[config.mk]
export PLATFORM = sky130hd
export DESIGN_NAME = tail_exec
export DESIGN_NICKNAME = d
export VERILOG_FILES = /design/src/shared/tail_exec_pkg.sv /design/src/tail_alu.sv /design/src/tail_exec.sv
export VERILOG_INCLUDE_DIRS = /design/src /design/src/shared
export SDC_FILE = /design/constraint.sdc
export NUM_CORES = 1
export LEC_CHECK = 0
export BUFFER_PORTS_ARGS = -buffer_cell sky130_fd_sc_hd__buf_2
export CAP_MARGIN = 15
export CORE_MARGIN = 8
export CORE_UTILIZATION = 35
export DETAILED_ROUTE_END_ITERATION = 10
export SLEW_MARGIN = 10
export SYNTH_ARGS = -nofsm -noshare
export SYNTH_HDL_FRONTEND = slang
export SYNTH_SLANG_ARGS = --single-unit
[constraint.sdc]
create_clock -name sys_clk -period 3.9 [get_ports sys_clk]
set_input_delay 0.585 -clock sys_clk [delete_from_list [all_inputs] [get_ports sys_clk]]
set_output_delay 0.585 -clock sys_clk [all_outputs]
set_load 0.01 [all_outputs]
[src/shared/tail_exec_defs.svh]
`ifndef TAIL_EXEC_DEFS_SVH
`define TAIL_EXEC_DEFS_SVH
// Operation select codes on the op port.
`define OP_NONE 3'h0
`define OP_RETURN 3'h1
`define OP_SLEEP 3'h2
`define OP_LIT_SUB 3'h3
`define OP_LIT_XOR 3'h4
`define OP_FILE_SUB 3'h5
`define OP_FILE_XOR 3'h6
`define OP_NIBBLE 3'h7
`define WDT_CLEAR_VAL 8'h00
`define WDT_PRESCALE_CLEAR 8'h00
`define STATUS_C_BIT 0
`define STATUS_DC_BIT 1
`define STATUS_Z_BIT 2
`define STATUS_PD_BIT 3
`define STATUS_TO_BIT 4
`define STATUS_RESET 8'h18
`define ACC_RESET 8'h00
`define PC_RESET 13'h0000
`endif

[src/shared/tail_exec_pkg.sv]
`default_nettype none
`include "tail_exec_defs.svh"
package tail_exec_pkg;
  typedef struct packed {
    logic [2:0] op;
    logic [7:0] literal;
    logic [6:0] file_addr;
    logic dest_file;
  } instr_t;
  typedef struct packed {
    logic [7:0] value;
    logic carry;
    logic half_carry;
    logic zero;
  } alu_out_t;
  typedef enum logic [1:0] {
    ST_RUN = 2'b00,
    ST_RET_WAIT = 2'b01,
    ST_SLEEP = 2'b10
  } exec_state_t;
endpackage : tail_exec_pkg
`default_nettype wire

[src/tail_alu.sv]
`timescale 1ns/100ps
`default_nettype none
`include "tail_exec_defs.svh"
module tail_alu
  import tail_exec_pkg::*;
(
  input wire logic [2:0] op, // Operation select
  input wire logic [7:0] acc, // Accumulator value
  input wire logic [7:0] operand, // Literal or file register value
  output alu_out_t res // Result and flags
);
  function automatic alu_out_t subtract(input logic [7:0] a, input logic [7:0] b);
    logic [8:0] full;
    logic [4:0] low;
    alu_out_t r;
    full = {1'b0, a} + {1'b0, ~b} + 9'h001;
    low = {1'b0, a[3:0]} + {1'b0, ~b[3:0]} + 5'h01;
    r.value = full[7:0];
    r.carry = full[8];
    r.half_carry = low[4];
    r.zero = (full[7:0] == 8'h00);
    return r;
  endfunction : subtract
  always_comb
  begin
    res = '0;
    case (op)
      `OP_LIT_SUB, `OP_FILE_SUB: res = subtract(operand, acc);
      `OP_LIT_XOR, `OP_FILE_XOR:
      begin
        res.value = acc ^ operand;
        res.zero = (res.value == 8'h00);
      end
      `OP_NIBBLE: res.value = {operand[3:0], operand[7:4]};
      default: res = '0;
    endcase
  end
endmodule : tail_alu
`default_nettype wire

[src/tail_exec.sv]
// Contract
// - Return pops the stack and loads its former head into PC; flags untouched.
// - Return takes two cycles; the prefetched instruction is discarded.
// - Sleep clears watchdog and prescaler, sets expiry flag, clears powerdown flag.
// - After sleep the core halts the oscillator and stops executing.
// - Literal minus accumulator into accumulator, updating carry, half carry, zero.
// - Accumulator xor literal into accumulator, only zero flag changes.
// - File minus accumulator to chosen destination, updating carry, half carry, zero.
// - Accumulator xor file to chosen destination, only zero flag changes.
// - Nibble exchange of file register to destination, flags unchanged.
// - Destination bit zero selects accumulator, one selects file register.
`timescale 1ns/100ps
`default_nettype none
`include "tail_exec_defs.svh"
module tail_exec
  import tail_exec_pkg::*;
(
  input wire logic sys_clk, // Core instruction clock
  input wire logic srst, // Synchronous reset, active high
  input wire logic instr_valid, // Instruction presented this cycle
  input wire instr_t instr, // Decoded instruction fields
  input wire logic [7:0] file_rdata, // Value of file register at instr.file_addr
  input wire logic [12:0] stack_head, // Current top of hardware stack
  input wire logic wake, // Wake request, leaves sleep
  output logic [7:0] acc_reg, // Accumulator
  output logic [7:0] status_reg, // Status flags
  output logic [12:0] pc_reg, // Program counter load value
  output logic pc_load_reg, // Pulse: load PC from pc_reg
  output logic stack_pop_reg, // Pulse: pop the hardware stack
  output logic flush_reg, // High while the prefetched word is discarded
  output logic file_we_reg, // Pulse: write file register
  output logic [6:0] file_waddr_reg, // File register write address
  output logic [7:0] file_wdata_reg, // File register write data
  output logic wdt_clear_reg, // Pulse: load watchdog and prescaler with clear values
  output logic [7:0] wdt_value_reg, // Value to load into watchdog counter
  output logic [7:0] wdt_prescale_reg, // Value to load into watchdog prescaler
  output logic osc_halt_reg, // High while the main oscillator is stopped
  output logic busy_reg // High while instructions are not accepted
);
  exec_state_t state_reg, state_next;
  logic [7:0] acc_next, status_next, file_wdata_next, wdt_value_next, wdt_prescale_next;
  logic [12:0] pc_next;
  logic [6:0] file_waddr_next;
  logic pc_load_next, stack_pop_next, flush_next, file_we_next, wdt_clear_next;
  logic osc_halt_next, busy_next;
  logic [7:0] operand;
  alu_out_t alu_res;
  logic is_lit;

  assign is_lit = (instr.op == `OP_LIT_SUB) || (instr.op == `OP_LIT_XOR);
  assign operand = is_lit ? instr.literal : file_rdata;

  tail_alu u_alu (
    .op(instr.op),
    .acc(acc_reg),
    .operand(operand),
    .res(alu_res)
  );

  always_comb
  begin
    state_next = state_reg;
    acc_next = acc_reg;
    status_next = status_reg;
    pc_next = pc_reg;
    pc_load_next = 1'b0;
    stack_pop_next = 1'b0;
    flush_next = 1'b0;
    file_we_next = 1'b0;
    file_waddr_next = file_waddr_reg;
    file_wdata_next = file_wdata_reg;
    wdt_clear_next = 1'b0;
    wdt_value_next = wdt_value_reg;
    wdt_prescale_next = wdt_prescale_reg;
    osc_halt_next = osc_halt_reg;
    busy_next = busy_reg;
    case (state_reg)
      ST_RUN:
      begin
        if (instr_valid)
        begin
          case (instr.op)
            `OP_RETURN:
            begin
              pc_next = stack_head;
              pc_load_next = 1'b1;
              stack_pop_next = 1'b1;
              flush_next = 1'b1;
              busy_next = 1'b1;
              state_next = ST_RET_WAIT;
            end
            `OP_SLEEP:
            begin
              wdt_clear_next = 1'b1;
              wdt_value_next = `WDT_CLEAR_VAL;
              wdt_prescale_next = `WDT_PRESCALE_CLEAR;
              status_next[`STATUS_TO_BIT] = 1'b1;
              status_next[`STATUS_PD_BIT] = 1'b0;
              osc_halt_next = 1'b1;
              busy_next = 1'b1;
              state_next = ST_SLEEP;
            end
            `OP_LIT_SUB, `OP_LIT_XOR:
            begin
              acc_next = alu_res.value;
              status_next[`STATUS_Z_BIT] = alu_res.zero;
              if (instr.op == `OP_LIT_SUB)
              begin
                status_next[`STATUS_C_BIT] = alu_res.carry;
                status_next[`STATUS_DC_BIT] = alu_res.half_carry;
              end
            end
            `OP_FILE_SUB, `OP_FILE_XOR, `OP_NIBBLE:
            begin
              if (instr.dest_file)
              begin
                file_we_next = 1'b1;
                file_waddr_next = instr.file_addr;
                file_wdata_next = alu_res.value;
              end
              else
              begin
                acc_next = alu_res.value;
              end
              // The nibble exchange leaves every flag alone.
              if (instr.op != `OP_NIBBLE)
              begin
                status_next[`STATUS_Z_BIT] = alu_res.zero;
              end
              if (instr.op == `OP_FILE_SUB)
              begin
                status_next[`STATUS_C_BIT] = alu_res.carry;
                status_next[`STATUS_DC_BIT] = alu_res.half_carry;
              end
            end
            default: ;
          endcase
        end
      end
      ST_RET_WAIT:
      begin
        // Second cycle of the return: the discarded prefetch is swallowed here.
        busy_next = 1'b0;
        state_next = ST_RUN;
      end
      ST_SLEEP:
      begin
        // Wake-up handling proper lives elsewhere; this only releases the halt.
        if (wake)
        begin
          osc_halt_next = 1'b0;
          busy_next = 1'b0;
          state_next = ST_RUN;
        end
      end
      default: state_next = ST_RUN;
    endcase
  end

  always_ff @(posedge sys_clk)
  begin
    if (srst)
    begin
      state_reg <= ST_RUN;
      acc_reg <= `ACC_RESET;
      status_reg <= `STATUS_RESET;
      pc_reg <= `PC_RESET;
      pc_load_reg <= 1'b0;
      stack_pop_reg <= 1'b0;
      flush_reg <= 1'b0;
      file_we_reg <= 1'b0;
      file_waddr_reg <= 7'h00;
      file_wdata_reg <= 8'h00;
      wdt_clear_reg <= 1'b0;
      wdt_value_reg <= 8'h00;
      wdt_prescale_reg <= 8'h00;
      osc_halt_reg <= 1'b0;
      busy_reg <= 1'b0;
    end
    else
    begin
      state_reg <= state_next;
      acc_reg <= acc_next;
      status_reg <= status_next;
      pc_reg <= pc_next;
      pc_load_reg <= pc_load_next;
      stack_pop_reg <= stack_pop_next;
      flush_reg <= flush_next;
      file_we_reg <= file_we_next;
      file_waddr_reg <= file_waddr_next;
      file_wdata_reg <= file_wdata_next;
      wdt_clear_reg <= wdt_clear_next;
      wdt_value_reg <= wdt_value_next;
      wdt_prescale_reg <= wdt_prescale_next;
      osc_halt_reg <= osc_halt_next;
      busy_reg <= busy_next;
    end
  end
endmodule : tail_exec
`default_nettype wire

==> summary.txt <==
Largest net degree at the start of global routing = 48
WL final = 8700 um
Post-CTS resize count = 0
Number of DRC markers after the initial detailed-route iteration = 230
Detail Placement HPWL = 6760 um
Power Dens Cells = 359 nW/um2
Clock root cell = clkbuf_8
Warnings, synthesis = 0
Slew at the pin with the worst max-slew slack = 862 ps
Yosys top cell by area = dfxtp_1
Synth cell count leaders = dfxtp_1, nand2_1, nor2_1, buf_4, a21oi_1
Filler cell count in the final layout = 880
Num rows = 33
Period minus WS final = 3230 ps
Number of global-route vias before repair = 2,776
Relative max-transition margin = 42.5%
Post-route DRC = 0
Leading post-synthesis cells by cell area = dfxtp_1, buf_4, nand2_1
Register-to-register setup slack = 1600 ps
Startpoint-to-endpoint class of the critical path = in -> reg
Max Fanout on Critical Path = 20
Horiz. Die Dim = 108 um
Mapped Cells = 376
Path type of the worst min-delay path = reg -> reg
Core Box Area = 8220 um2
Count of state elements after synthesis = 47
Area grow syn2layout = 16.8%
Number of clock sinks = 47
Gp weighted congestion = 0.854
Final core utilization = 42.4%
Total setup buffers inserted after CTS = 0
Number of pins exceeding their max-slew limit in the final report = 0
Kind of start point of the critical path = input pin
Maximum achievable frequency = 309 MHz
TritonCTS clock tree = built
Effective utilization at floorplan = 36.3%
Number of hold violations in the final report = 0
Number of enable-type register cells in the synthesized netlist = 0
Synthesized cell area = 2980 um2
Capturing element type of the critical path = flop
Setup clock skew after layout = 5.38 ps
Clk_lat worst skew = 300 ps
Max FFs per register = 13
Min Hold Slack = 455 ps
Number of different library cells in the post-synthesis netlist = 58
Result of the run = finished clean
Via/cell ratio = 5.19
Signal arrival time at the worst endpoint = 3480 ps
Number of inserted diodes = 0
Number of hold-repair buffers added at the cts stage = 0
Gr ovfl total = 0
First-pass GRT wire length = 13,800 um
Sequential share of the synthesized area = 31.6%
Initial antenna violation count = 0
Max-capacitance violation count = 0
Max clock buf depth = 2
Post-synth top area share = 31.6%
Fraction of layout instances using a drive strength above 1 = 26.4%
# setup viols final = 0
Nets = 507
Period utilisation layout = 82.9%
Predominant post-synthesis flop cell = dfxtp_1
Peak ir drop on the vdd network = 0.000194 V
Top Ports = 111
First-pass DRT Iterations = 5
Async S/R FF share, synth = 0%
Most instantiated library cell after synthesis = dfxtp_1
Residual antenna-violating net count after detailed routing = 0
Count of H-tree levels built during CTS = 2
Die outline height = 108 um
Port-buffer cells = 90
Synthesized area per cell = 7.92 um2
TNS Setup = 0 ps
LEAKAGE = 1.55 nW
Average detailed-routed wire length per instance = 15.7 um
Worst-path clk slew = 100 ps
Total Die Area = 11,700 um2
Setup repair after global routing missed its margin = no
Global-route usage over all layers = 14.3%
Vias = 2,888
Required time at the worst-slack endpoint = 4140 ps
Number of buffers created by CTS = 5
per-layer routing:
| metal | GRT usage, % | vias up | wire [um] |
|---|---|---|---|
| li1 | - | 1432 | - |
| met1 | 18.9 | 1337 | 3960 |
| met2 | 22.8 | 109 | 4020 |
| met3 | 3.63 | 10 | 631 |
| met4 | 3.32 | 0 | 92 |
| met5 | 0 | - | 0 |
final timing paths:
kind                            startpoint             to  cells past startpoint
worst max register to register  acc_reg[0]  status_reg[2]                      7
worst min register to register   pc_reg[5]      pc_reg[5]                      2
worst min-delay path             pc_reg[5]      pc_reg[5]                      2
worst max-delay path             instr[17]  status_reg[2]                     12
cell usage in the layout, fill, tap and decap left out, types with 12 or more instances in the layout:
cell type,count
conb_1,20
dfxtp_1,47
o21ai_0,12
nand2_1,44
nor2_1,40
buf_2,90
a21oi_1,23
inv_1,18
ha_1,12
a211oi_1,13
worst max-delay path: stages:
cell and delay [ps]:
buf_2 220, nor2_1 400, a22oi_1 120, o22ai_1 170, a31oi_1 100, ha_1 240, fa_1 440, nand2b_1 200
a211oi_1 280, o21ai_0 190, a222oi_1 370, a21o_1 160
final cells by class:
cell class,instances,area [um2],area share [%]
multi-input cells,281,1730,49.7
flip-flops and latches,47,941,27.0
repair buffers,95,488,14.0
well taps,105,131,3.77
inverters,20,75.1,2.16
clock buffers,5,68.8,1.98
clock inverters,3,47.5,1.37
stage by stage:
step	cells	power [W]	worst slack, ps	instance area, um2
2_1_floorplan	394	0.000806	860	3050
3_3_place_gp	548	0.000886	512	3360
3_5_place_dp	548	0.000890	409	3360
4_1_cts	556	0.00126	733	3480
5_1_grt	556	0.00133	419	3480
6_report	556	0.00125	666	3480
kinds of logic (layout without fill, tap and decap cells):
family / count (synthesis) / in the layout / synth area share, %
AOI/OAI and AO/OA: 109 / 109 / 26.1
xor gates and xnor gates: 4 / 4 / 1.18
adders and majority gates: 13 / 13 / 5.71
buffers and inverters: 66 / 123 / 12.6
DFF: 47 / 47 / 31.6
muxes: 9 / 9 / 3.02
other: 2 / 20 / 0.252
and+or+nand+nor: 126 / 126 / 19.5
power by group:
group	leakage, nW	total, W	switching (W)	internal, W
logic	1.11	0.000364	0.000224	0.000140
registers	0.382	0.000518	0.0000161	0.000502
clock network	0.0587	0.000368	0.000173	0.000194
total	1.55	0.00125	0.000414	0.000837
(Power assumes the default switching activity.)
